### src/csk_pkg.sv
`default_nettype none
package csk_pkg;
    // ------------------------------------------------------------
    // register map
    // ------------------------------------------------------------
    localparam logic [6:0] ADDR_SIDETONE   = 7'h03;
    localparam logic [6:0] ADDR_AUDIO_TWO  = 7'h04;

    localparam int ST_ANALOG_MUTE  = 15;
    localparam int ST_ANALOG_HI    = 14;
    localparam int ST_ANALOG_LO    = 8;
    localparam int ST_DIGITAL_MUTE = 7;
    localparam int ST_DIGITAL_HI   = 6;
    localparam int ST_DIGITAL_LO   = 1;
    localparam int ST_ANALOG_DONE  = 0;

    localparam int A2_CLICK_EN     = 15;
    localparam int A2_AMP_HI       = 14;
    localparam int A2_AMP_LO       = 12;
    localparam int A2_ADC_RATE     = 11;
    localparam int A2_FREQ_HI      = 10;
    localparam int A2_FREQ_LO      = 8;
    localparam int A2_LEN_HI       = 7;
    localparam int A2_LEN_LO       = 4;
    localparam int A2_DL_DONE      = 3;
    localparam int A2_DR_DONE      = 2;
    localparam int A2_DAC_RATE     = 1;
    localparam int A2_ADC_DONE     = 0;

    // ------------------------------------------------------------
    // reset values and decode limits
    // ------------------------------------------------------------
    localparam logic [6:0] ANALOG_GAIN_RST = 7'h45;
    localparam logic [6:0] ANALOG_GAIN_MAX = 7'h5D;
    localparam logic [5:0] DIGITAL_ATT_MAX = 6'h20;
    localparam logic [2:0] CLICK_AMP_RST   = 3'h4;
    localparam logic [2:0] CLICK_FREQ_RST  = 3'h4;
    localparam logic [3:0] CLICK_LEN_RST   = 4'h1;
    localparam logic [15:0] RDATA_RST      = 16'h0000;

    // ------------------------------------------------------------
    // timing
    // ------------------------------------------------------------
    localparam int CLK_PERIOD_NS      = 8;
    localparam int CLICK_BASE_PER_NS  = 16_000_000;
    localparam int CLICK_HALF_CYCLES  = CLICK_BASE_PER_NS / (2 * CLK_PERIOD_NS);
    localparam int CLICK_TIMER_W      = 20;

    typedef struct packed {
        logic       analog_mute;
        logic [6:0] analog_gain;
        logic       digital_mute;
        logic [5:0] digital_gain;
    } csk_side_t;

    typedef struct packed {
        logic       enable;
        logic [2:0] amplitude;
        logic [2:0] frequency;
        logic [3:0] length;
        logic       adc_rate;
        logic       dac_rate;
    } csk_audio_t;

    typedef enum logic {CLICK_IDLE, CLICK_RUN} csk_click_state_t;
endpackage
`default_nettype wire

### src/csk_ctrl.sv
`timescale 1ns/1ns
`default_nettype none
//
// Contract
// - analog mute bit 15 mutes, resets one
// - analog gain code saturates at 12dB
// - digital mute bit 7 mutes, resets one
// - digital gain 1.5dB steps, top bit -48dB
// - digital gain applied at zero crossing
// - analog gain applied at zero crossing
// - bit 0 flags analog gain applied
// - click enable starts tone, self clears
// - click amplitude three-bit, resets medium
// - click frequency 62.5Hz doubling per code
// - click lasts two times code-plus-one periods
// - adc step every one or two frames
// - with agc bit 11 reports noise
// - dac step every one or two frames
// - bit 3 flags left dac done
// - bit 2 flags right dac done
// - bit 0 flags adc stepping done
// - with agc bit 0 reports saturation
// - agc enable hands adc gain over
// - word-select pin or hardware power-down
module csk_ctrl
    import csk_pkg::*;
#(
    parameter int CLICK_HALF = CLICK_HALF_CYCLES
) (
    input  wire logic        clock_i,
    input  wire logic        resetn_i,
    input  wire logic        reg_write_i,
    input  wire logic [6:0]  reg_addr_i,
    input  wire logic [15:0] reg_wdata_i,
    output logic      [15:0] reg_rdata_o,
    input  wire logic        dac_word_clock_i,
    input  wire logic        adc_word_select_i,
    input  wire logic        analog_zero_cross_i,
    input  wire logic        digital_zero_cross_i,
    input  wire logic [6:0]  dac_left_target_i,
    input  wire logic [6:0]  dac_right_target_i,
    input  wire logic [6:0]  adc_target_i,
    input  wire logic        auto_gain_on_i,
    input  wire logic        adc_ws_pin_function_i,
    input  wire logic [6:0]  agc_gain_i,
    input  wire logic        agc_noise_low_i,
    input  wire logic        agc_saturated_i,
    output logic             analog_side_mute_o,
    output logic      [6:0]  analog_side_gain_o,
    output logic             digital_side_mute_o,
    output logic      [5:0]  digital_side_atten_o,
    output logic             click_tone_o,
    output logic      [2:0]  click_amplitude_o,
    output logic      [6:0]  dac_left_gain_o,
    output logic      [6:0]  dac_right_gain_o,
    output logic      [6:0]  adc_gain_o,
    output logic             adc_hw_powerdown_o
);

    // ------------------------------------------------------------
    // helpers
    // ------------------------------------------------------------
    function automatic logic [6:0] step_toward(input logic [6:0] cur, input logic [6:0] tgt);
        if (cur < tgt) begin
            return 7'(cur + 7'h01);
        end else if (cur > tgt) begin
            return 7'(cur - 7'h01);
        end
        return cur;
    endfunction

    function automatic logic [6:0] analog_sat(input logic [6:0] code);
        return (code > ANALOG_GAIN_MAX) ? ANALOG_GAIN_MAX : code;
    endfunction

    function automatic logic [5:0] digital_att(input logic [5:0] code);
        return code[5] ? DIGITAL_ATT_MAX : code;
    endfunction

    // ------------------------------------------------------------
    // pin synchronisers
    // ------------------------------------------------------------
    logic [3:0] pin_meta_q;
    logic [3:0] pin_sync_q;
    logic [3:0] pin_last_q;
    logic [3:0] pin_rise;

    always_ff @(posedge clock_i) begin
        if (!resetn_i) begin
            pin_meta_q <= 4'h0;
            pin_sync_q <= 4'h0;
            pin_last_q <= 4'h0;
        end else begin
            pin_meta_q <= {digital_zero_cross_i, analog_zero_cross_i,
                           adc_word_select_i, dac_word_clock_i};
            pin_sync_q <= pin_meta_q;
            pin_last_q <= pin_sync_q;
        end
    end

    assign pin_rise = pin_sync_q & ~pin_last_q;

    logic dac_edge;
    logic adc_edge;
    logic az_edge;
    logic dz_edge;
    assign dac_edge = pin_rise[0];
    assign adc_edge = adc_ws_pin_function_i ? pin_rise[1] : pin_rise[0];
    assign az_edge  = pin_rise[2];
    assign dz_edge  = pin_rise[3];

    // ------------------------------------------------------------
    // registers
    // ------------------------------------------------------------
    csk_side_t        side_q;
    csk_audio_t       aud_q;
    logic             wr_side;
    logic             wr_aud;
    logic             click_end;
    csk_click_state_t click_state_q;

    assign wr_side = reg_write_i && (reg_addr_i == ADDR_SIDETONE);
    assign wr_aud  = reg_write_i && (reg_addr_i == ADDR_AUDIO_TWO);

    always_ff @(posedge clock_i) begin
        if (!resetn_i) begin
            side_q.analog_mute  <= 1'b1;
            side_q.analog_gain  <= ANALOG_GAIN_RST;
            side_q.digital_mute <= 1'b1;
            side_q.digital_gain <= '0;
        end else if (wr_side) begin
            side_q.analog_mute  <= reg_wdata_i[ST_ANALOG_MUTE];
            side_q.analog_gain  <= reg_wdata_i[ST_ANALOG_HI:ST_ANALOG_LO];
            side_q.digital_mute <= reg_wdata_i[ST_DIGITAL_MUTE];
            side_q.digital_gain <= reg_wdata_i[ST_DIGITAL_HI:ST_DIGITAL_LO];
        end
    end

    always_ff @(posedge clock_i) begin
        if (!resetn_i) begin
            aud_q.enable    <= 1'b0;
            aud_q.amplitude <= CLICK_AMP_RST;
            aud_q.frequency <= CLICK_FREQ_RST;
            aud_q.length    <= CLICK_LEN_RST;
            aud_q.adc_rate  <= 1'b0;
            aud_q.dac_rate  <= 1'b0;
        end else begin
            if (wr_aud) begin
                aud_q.amplitude <= reg_wdata_i[A2_AMP_HI:A2_AMP_LO];
                aud_q.frequency <= reg_wdata_i[A2_FREQ_HI:A2_FREQ_LO];
                aud_q.length    <= reg_wdata_i[A2_LEN_HI:A2_LEN_LO];
                aud_q.dac_rate  <= reg_wdata_i[A2_DAC_RATE];
                if (!auto_gain_on_i) begin
                    aud_q.adc_rate <= reg_wdata_i[A2_ADC_RATE];
                end
            end
            // enable: software set wins over the self clear
            if (wr_aud && reg_wdata_i[A2_CLICK_EN]) begin
                aud_q.enable <= 1'b1;
            end else if (click_end) begin
                aud_q.enable <= 1'b0;
            end
        end
    end

    // ------------------------------------------------------------
    // sidetone gain application
    // ------------------------------------------------------------
    logic [6:0] ast_app_q;
    logic [5:0] dst_app_q;
    logic       ast_done_q;

    always_ff @(posedge clock_i) begin
        if (!resetn_i) begin
            ast_app_q <= '0;
        end else if (az_edge) begin
            ast_app_q <= analog_sat(side_q.analog_gain);
        end
    end

    always_ff @(posedge clock_i) begin
        if (!resetn_i) begin
            dst_app_q <= '0;
        end else if (dz_edge) begin
            dst_app_q <= side_q.digital_gain;
        end
    end

    always_ff @(posedge clock_i) begin
        if (!resetn_i) begin
            ast_done_q <= 1'b0;
        end else begin
            ast_done_q <= (ast_app_q == analog_sat(side_q.analog_gain));
        end
    end

    // ------------------------------------------------------------
    // soft-stepping
    // ------------------------------------------------------------
    logic       dac_div_q;
    logic       adc_div_q;
    logic       dac_tick;
    logic       adc_tick;
    logic [6:0] dac_left_q;
    logic [6:0] dac_right_q;
    logic [6:0] adc_q;
    logic       dl_done_q;
    logic       dr_done_q;
    logic       adc_done_q;

    assign dac_tick = dac_edge && (!aud_q.dac_rate || dac_div_q);
    assign adc_tick = adc_edge && (!aud_q.adc_rate || adc_div_q);

    always_ff @(posedge clock_i) begin
        if (!resetn_i) begin
            dac_div_q <= 1'b0;
            adc_div_q <= 1'b0;
        end else begin
            dac_div_q <= dac_edge ? !dac_div_q : dac_div_q;
            adc_div_q <= adc_edge ? !adc_div_q : adc_div_q;
        end
    end

    always_ff @(posedge clock_i) begin
        if (!resetn_i) begin
            dac_left_q  <= '0;
            dac_right_q <= '0;
        end else if (dac_tick) begin
            dac_left_q  <= step_toward(dac_left_q, dac_left_target_i);
            dac_right_q <= step_toward(dac_right_q, dac_right_target_i);
        end
    end

    always_ff @(posedge clock_i) begin
        if (!resetn_i) begin
            adc_q <= '0;
        end else if (auto_gain_on_i) begin
            adc_q <= agc_gain_i;
        end else if (adc_tick) begin
            adc_q <= step_toward(adc_q, adc_target_i);
        end
    end

    always_ff @(posedge clock_i) begin
        if (!resetn_i) begin
            dl_done_q  <= 1'b0;
            dr_done_q  <= 1'b0;
            adc_done_q <= 1'b0;
        end else begin
            dl_done_q  <= (dac_left_q == dac_left_target_i);
            dr_done_q  <= (dac_right_q == dac_right_target_i);
            adc_done_q <= auto_gain_on_i ? agc_saturated_i
                                         : (adc_q == adc_target_i);
        end
    end

    // ------------------------------------------------------------
    // keyclick generator
    // ------------------------------------------------------------
    logic [CLICK_TIMER_W-1:0] half_cnt_q;
    logic [CLICK_TIMER_W-1:0] half_load;
    logic [6:0]               halves_q;
    logic                     tone_q;
    logic                     click_start;

    assign half_load   = CLICK_TIMER_W'(CLICK_HALF >> aud_q.frequency);
    assign click_start = (click_state_q == CLICK_IDLE) && aud_q.enable;
    assign click_end   = (click_state_q == CLICK_RUN) && (half_cnt_q == '0)
                         && (halves_q == 7'h01);

    always_ff @(posedge clock_i) begin
        if (!resetn_i) begin
            click_state_q <= CLICK_IDLE;
            half_cnt_q    <= '0;
            halves_q      <= '0;
            tone_q        <= 1'b0;
        end else begin
            unique case (click_state_q)
                CLICK_IDLE: begin
                    tone_q <= 1'b0;
                    if (click_start) begin
                        click_state_q <= CLICK_RUN;
                        half_cnt_q    <= 20'(half_load - 20'h00001);
                        halves_q      <= 7'({3'b000, aud_q.length, 2'b00} + 9'h004);
                    end
                end
                CLICK_RUN: begin
                    if (half_cnt_q != '0) begin
                        half_cnt_q <= 20'(half_cnt_q - 20'h00001);
                    end else if (halves_q == 7'h01) begin
                        click_state_q <= CLICK_IDLE;
                        tone_q        <= 1'b0;
                    end else begin
                        half_cnt_q <= 20'(half_load - 20'h00001);
                        halves_q   <= 7'(halves_q - 7'h01);
                        tone_q     <= !tone_q;
                    end
                end
            endcase
        end
    end

    // ------------------------------------------------------------
    // outputs and read-back
    // ------------------------------------------------------------
    always_ff @(posedge clock_i) begin
        if (!resetn_i) begin
            analog_side_mute_o   <= 1'b1;
            analog_side_gain_o   <= '0;
            digital_side_mute_o  <= 1'b1;
            digital_side_atten_o <= '0;
            click_tone_o         <= 1'b0;
            click_amplitude_o    <= CLICK_AMP_RST;
            dac_left_gain_o      <= '0;
            dac_right_gain_o     <= '0;
            adc_gain_o           <= '0;
            adc_hw_powerdown_o   <= 1'b0;
        end else begin
            analog_side_mute_o   <= side_q.analog_mute;
            analog_side_gain_o   <= ast_app_q;
            digital_side_mute_o  <= side_q.digital_mute;
            digital_side_atten_o <= digital_att(dst_app_q);
            click_tone_o         <= tone_q;
            click_amplitude_o    <= aud_q.amplitude;
            dac_left_gain_o      <= dac_left_q;
            dac_right_gain_o     <= dac_right_q;
            adc_gain_o           <= adc_q;
            adc_hw_powerdown_o   <= !adc_ws_pin_function_i && pin_sync_q[1];
        end
    end

    always_ff @(posedge clock_i) begin
        if (!resetn_i) begin
            reg_rdata_o <= RDATA_RST;
        end else if (reg_addr_i == ADDR_SIDETONE) begin
            reg_rdata_o <= {side_q.analog_mute, side_q.analog_gain, side_q.digital_mute,
                            side_q.digital_gain, ast_done_q};
        end else if (reg_addr_i == ADDR_AUDIO_TWO) begin
            reg_rdata_o <= {aud_q.enable, aud_q.amplitude,
                            auto_gain_on_i ? agc_noise_low_i : aud_q.adc_rate,
                            aud_q.frequency, aud_q.length, dl_done_q, dr_done_q,
                            aud_q.dac_rate, adc_done_q};
        end else begin
            reg_rdata_o <= RDATA_RST;
        end
    end
endmodule
`default_nettype wire

### config.mk
export PLATFORM = sky130hd
export DESIGN_NAME = csk_ctrl
export DESIGN_NICKNAME = d
export VERILOG_FILES = /design/src/csk_pkg.sv /design/src/csk_ctrl.sv
export SDC_FILE = /design/constraint.sdc
export NUM_CORES = 1
export LEC_CHECK = 0
export ABC_AREA = 1
export BUFFER_PORTS_ARGS = -buffer_cell sky130_fd_sc_hd__buf_2
export CORE_UTILIZATION = 30
export CTS_BUF_LIST = sky130_fd_sc_hd__clkbuf_4 sky130_fd_sc_hd__clkbuf_8 sky130_fd_sc_hd__clkbuf_16
export DETAILED_ROUTE_END_ITERATION = 10
export SETUP_SLACK_MARGIN = 0.02
export SYNTH_ARGS = -nofsm -noshare
export SYNTH_HDL_FRONTEND = slang
export SYNTH_SLANG_ARGS = --single-unit
### constraint.sdc
create_clock -name clock_i -period 3.1 [get_ports clock_i]
set_clock_uncertainty 0.1 [all_clocks]
set_input_delay 0.155 -clock clock_i [delete_from_list [all_inputs] [get_ports clock_i]]
set_output_delay 0.155 -clock clock_i [all_outputs]
set_load 0.01 [all_outputs]
==> results of run 1 <==
==> path summary, 6_finish.rpt <==
check | end | slack [ns] | depth (start not counted)
worst min-delay path | reg_rdata_o[11] | 0.02 | 5
worst min register to register | pin_sync_q[2] | 0.32 | 2
worst max register to register | adc_q[3] | 0.44 | 13
worst max-delay path | adc_q[3] | 0.44 | 13
==> where the power goes <==
part	internal, mW	switching (mW)	total (mW)
sequential	2.19	0.0414	2.23
clock	1.24	0.980	2.22
combinational	0.203	0.283	0.486
total	3.63	1.30	4.93
==> cell usage in the layout (no fill, tap or decap), drive strengths merged, types with 10 or more instances in the layout <==
| cell | count |
|---|---|
| nand2 | 271 |
| dfxtp | 166 |
| inv | 160 |
| nor2 | 136 |
| buf | 125 |
| a21oi | 95 |
| o21ai | 93 |
| nand3 | 60 |
| ha | 47 |
| dlygate4sd3 | 26 |
| clkbuf | 18 |
| nand4 | 14 |
| xor2 | 13 |
| o211ai | 12 |
| xnor2 | 11 |
| nor3 | 10 |
==> tightest hold or removal path, stage by stage <==
cell	delay (ns)
buf_2	0.09
nand2_1	0.05
o21ai_0	0.07
nand2_1	0.06
a21oi_1	0.06
==> state kept, by name (all words and copies together), names as in the netlist, 3 cells and up <==
register / cells
adc_gain_o: 7
adc_q: 7
analog_side_gain_o: 7
ast_app_q: 7
aud_q: 13
click_amplitude_o: 3
dac_left_gain_o: 7
dac_left_q: 7
dac_right_gain_o: 7
dac_right_q: 7
digital_side_atten_o: 6
dst_app_q: 6
half_cnt_q: 20
halves_q: 7
pin_last_q: 4
pin_meta_q: 4
pin_sync_q: 4
reg_rdata_o: 16
side_q: 15
==> layer usage <==
metal / share of wire, % / global-route usage, % / wire length (µm) / up-vias
li1: - / - / - / 3995
met5: 0 / 0 / 0 / -
met3: 5.9 / 4.30 / 1280 / 15
met4: 1.0 / 4.19 / 221 / 0
met1: 46 / 20.1 / 9910 / 3468
met2: 47 / 25.9 / 10200 / 149
==> area by class of cell <==
cell class	instances	area [µm²]	area share, %
inverter	155	589	5.81
tap	372	465	4.59
sequential	166	3320	32.8
timing repair buffer	151	908	8.96
antenna	2	5.00	0.0493
clock buffer	18	433	4.27
multi-input combinational	800	4240	41.8
clock inverter	14	180	1.78
==> logic make-up after synthesis <==
kind of cell / count (synthesis) / synth area share, %
and+or+nand+nor: 505 / 25.8
xor gates and xnor gates: 24 / 2.51
buffers and inverters: 193 / 9.66
adders and majority gates: 50 / 7.74
DFF: 166 / 39.7
muxes: 2 / 0.239
AOI/OAI and AO/OA: 219 / 14.3
==> out/results.ini, run 1 <==
[worst_setup_path]
worstReg2RegStart = adc_q[0]
timing.critical_path.buf_inv = 2
crit_chain = inv_1 -> ha_1 -> o21ai_0 -> nand2_1 -> nand2_1 -> ha_1 -> a21oi_1 -> a21oi_1 -> nand3b_1 -> o21ai_0 -> nand2_1 -> o21ai_1 -> inv_1
crit_path_end_kind = flop
start_kind = flop
path_delay_family = compound AO/OA/AOI/OAI gates
crit_type = flop to flop
cp.arrival_ns = 2.89
worstSetupStartpoint = adc_q[0]
crit_slowest_cell = dfxtp_1
cp_common_cell = nand2_1
worstPathRequired_ns = 3.33
slowest_delay_ns = 0.44
path_max_fanout = 8

[sta]
finalSetupTns_ns = 0
rsz0062_at_grt = no
finalMaxSlewViolations = 0
min_period_ns = 2.66
fin_ws_ns = 0.437
finalHoldViolations = 0
finalSetupViolCount = 0
tightest_slew_ns = 0.803
slew_headroom_pct = 46.5
timing.fmax_mhz = 375
post-route-period-util_pct = 85.9
whs_ns = 0.0170

[logic_synthesis]
yosys.area.top_type_share_pct = 39.7
synth_top_area_cell = dfxtp_1
yosysWarnings = 0
ys_types = 48
synthMostInstantiatedCell = nand2_1
syn_area_per_cell_um2 = 7.22
async_flop_share_pct = 0
ys_ff_latch = 166
synth_area_um2 = 8370
synthCells = 1159
synthesis.nets = 1271
synth_top_flop_cell = dfxtp_1
synth_edf_count = 0
seq_area_frac_synth_pct = 39.7
yosys-top-cells-area = dfxtp_1 40%, nand2_1 12%, ha_1 7.0%
synthTopCellsByCount = 265 x nand2_1, 166 x dfxtp_1, 151 x inv_1, 122 x nor2_1, 94 x a21oi_1

[grt]
grtUsageTotal_pct = 15.7
grt_pass1_wl_mm = 35.9
overflow = 0
grt_max_degree = 85
antenna_found_initial = 4
grt_pass1_vias = 7317

[place]
post_dp_cell_area_um2 = 9270
gp_congestion = 0.919
pre_cts_slack_ns = 0.468
io_buffers = 117
hpwl_mm = 15.9
placedCellCount = 1618

[job]
cap_violations = 0

[power]
p_leak_nw = 5.16
ir_worst_vdd_v = 0.000381
p_per_area_nw_per_um2 = 486
finalPower_mw = 4.93

[final_layout]
final_cells = 1678
drive_above_1_share_pct = 14.6
design_area_um2 = 10100
area_growth_pct = 21.2
num-fill-cells = 2960
final_util_pct = 37.3
final_nets = 1403

[clock_tree]
postCtsSetupBuffers = 0
htree_levels = 4
cts_tree = done
hold_buffers = 26
clockBufferDepth = 2
cts_inserted_buffers = 17
clk_latency_ns = 0.43
ctsResizeCount = 0
clkSlewWorstSetupHoldPaths_ns = 0.07
cts_sinks = 166
cts-root-buf = clkbuf_16

[route]
initialDrtViolationCount = 477
final_antenna_net_count = 0
routedWlPerCell_um = 12.9
firstDrtPassIters = 6
drc = 0
drt-total-wl_mm = 21.6
vias = 7627
vias_per_cell = 4.55

[hold_path]
hold_path.class = input port to flop
hold_start = agc_noise_low_i

[floorplan]
die_h_um = 169
core-area_um2 = 27200
die_w_um = 169
boundaryPins = 119
die_area_um2 = 28600
start_util_pct = 30.8
row_count = 60

[status]
status = finished clean

Power figures use the tool's default switching activity.
==> inputs of run 2 (changes only) <==
--- a/config.mk
+++ b/config.mk
@@ -7,9 +7,11 @@
 export LEC_CHECK = 0
 export ABC_AREA = 1
 export BUFFER_PORTS_ARGS = -buffer_cell sky130_fd_sc_hd__buf_2
+export CORE_MARGIN = 1.5
 export CORE_UTILIZATION = 30
 export CTS_BUF_LIST = sky130_fd_sc_hd__clkbuf_4 sky130_fd_sc_hd__clkbuf_8 sky130_fd_sc_hd__clkbuf_16
 export DETAILED_ROUTE_END_ITERATION = 10
+export PLACE_DENSITY = 0.55
 export SETUP_SLACK_MARGIN = 0.02
 export SYNTH_ARGS = -nofsm -noshare
 export SYNTH_HDL_FRONTEND = slang
==> out/results.ini, run 2 (same netlist as run 1, synthesis figures left out) <==
[power]
power.share.clock_pct = 44.2
p_int_mw = 3.50
switching_share_pct = 28.3
power_frac_seq_pct = 45.8
p_switching_mw = 1.38
p_leak_nw = 5.16
p_per_area_nw_per_um2 = 482
ir_worst_vdd_v = 0.000269
p_comb_share_pct = 10.0

[floorplan]
boundaryPins = 119
start_util_pct = 30.8
die_area_um2 = 28900
die_w_um = 170
core-area_um2 = 27200
row_count = 60
die_h_um = 170

[hold_path]
hold_start = agc_gain_i[6]
hold_path.class = input port to flop

[worst_setup_path]
crit_type = flop to flop
worstPathRequired_ns = 3.33
worstReg2RegStart = dac_left_q[2]
start_kind = flop
worstSetupStartpoint = dac_left_q[2]
crit_path_end_kind = flop
cp.arrival_ns = 2.84
path_max_fanout = 9

[route]
routedWlPerCell_um = 13.4
vias = 7622
drt-total-wl_mm = 22.5
initialDrtViolationCount = 412
vias_per_cell = 4.55
firstDrtPassIters = 5
final_antenna_net_count = 0
drc = 0

[place]
hpwl_mm = 16.2
gp_congestion = 0.863
io_buffers = 117
pre_cts_slack_ns = 0.538

[clock_tree]
cts_tree = done
cts_inserted_buffers = 17
clk_latency_ns = 0.43
clockBufferDepth = 2
htree_levels = 4
ctsResizeCount = 0
clkSlewWorstSetupHoldPaths_ns = 0.07
cts-root-buf = clkbuf_16
postCtsSetupBuffers = 0
cts_sinks = 166

[final_layout]
final_nets = 1403
num-fill-cells = 2980
most-common-layout-cells = 265 x nand2_1, 166 x dfxtp_1, 151 x inv_1
largest_reg_flops = 20
drive_above_1_share_pct = 14.7
area_growth_pct = 21.0
final_common_cell = nand2_1
top_register = half_cnt_q
top_regs = half_cnt_q (20), reg_rdata_o (16), side_q (15)

[grt]
overflow = 0
grt_pass1_vias = 7459
antenna_found_initial = 2
grt_pass1_wl_mm = 37.1
grt_max_degree = 66
grtUsageTotal_pct = 16.2

[job]
cap_violations = 0

[sta]
finalSetupViolCount = 0
finalHoldViolations = 0
timing.fmax_mhz = 383
tightest_slew_ns = 0.783
rsz0062_at_grt = no
slew_headroom_pct = 47.7
finalMaxSlewViolations = 0
min_period_ns = 2.61
fin_ws_ns = 0.487
finalSetupTns_ns = 0
post-route-period-util_pct = 84.3

[status]
status = finished clean

-- run 2: per-layer routing --
metal,vias up,GRT usage [%],wire length (µm)
met5,-,0,0
met3,26,4.51,1310
li1,3985,-,-
met2,159,27.0,10500
met1,3452,20.4,10300
met4,0,4.73,416
-- run 2: what timing repair did --
action / in CTS / in global routing
setup endpoints to repair: 0 / 0
endpoints found under the hold margin: 39 / 0
hold buffers: 25 / 0
-- run 2: path summary, 6_finish.rpt --
kind                   endpoint  slack (ns)  cells after the start
hold reg to reg   pin_sync_q[3]        0.32                      2
setup / recovery  dac_left_q[6]        0.49                     13
setup reg to reg  dac_left_q[6]        0.49                     13
hold / removal         adc_q[6]       0.005                      5
-- run 2: critical path, stage by stage, from the launching register on --
cell and delay, ns:
dfxtp_1 0.39, ha_1 0.28, a21oi_1 0.12, o21ai_0 0.10, nand2_1 0.07, nand2_1 0.21, ha_1 0.47, a21oi_1 0.12
o211ai_1 0.25, nor2_1 0.06, nor2_1 0.14, nand3_1 0.09, nand2_1 0.06, nor2_1 0.04
-- run 2: final cells by class --
class                      instances  area [µm²]  share of cell area (%)
sequential                       166        3320                    32.8
antenna                            1        2.50                  0.0247
tap                              372         465                    4.60
clock inverter                    14         161                    1.59
multi-input combinational        800        4240                    41.9
clock buffer                      18         439                    4.34
inverter                         155         589                    5.82
timing repair buffer             151         906                    8.95
-- run 2: metrics by stage --
stage	instances	util, %	area, µm²	total power, mW	hold slack [ns]
5_1_grt	1677	37.3	10100	5.10	0.0112
6_report	1677	37.3	10100	4.88	0.00484
4_1_cts	1676	37.3	10100	4.93	0.00281
3_3_place_gp	1619	34.1	9270	2.74	0.245
2_1_floorplan	1159	-	8370	2.59	0.127
3_5_place_dp	1619	34.1	9270	2.75	0.245
-- run 2: power by group through the flow --
stage | combinational, mW | sequential (mW) | clock [mW]
2_1_floorplan | 0.315 | 2.28 | 0
3_3_place_gp | 0.455 | 2.28 | 0
3_5_place_dp | 0.463 | 2.28 | 0
4_1_cts | 0.491 | 2.23 | 2.20
5_1_grt | 0.564 | 2.24 | 2.30
6_report | 0.488 | 2.23 | 2.16
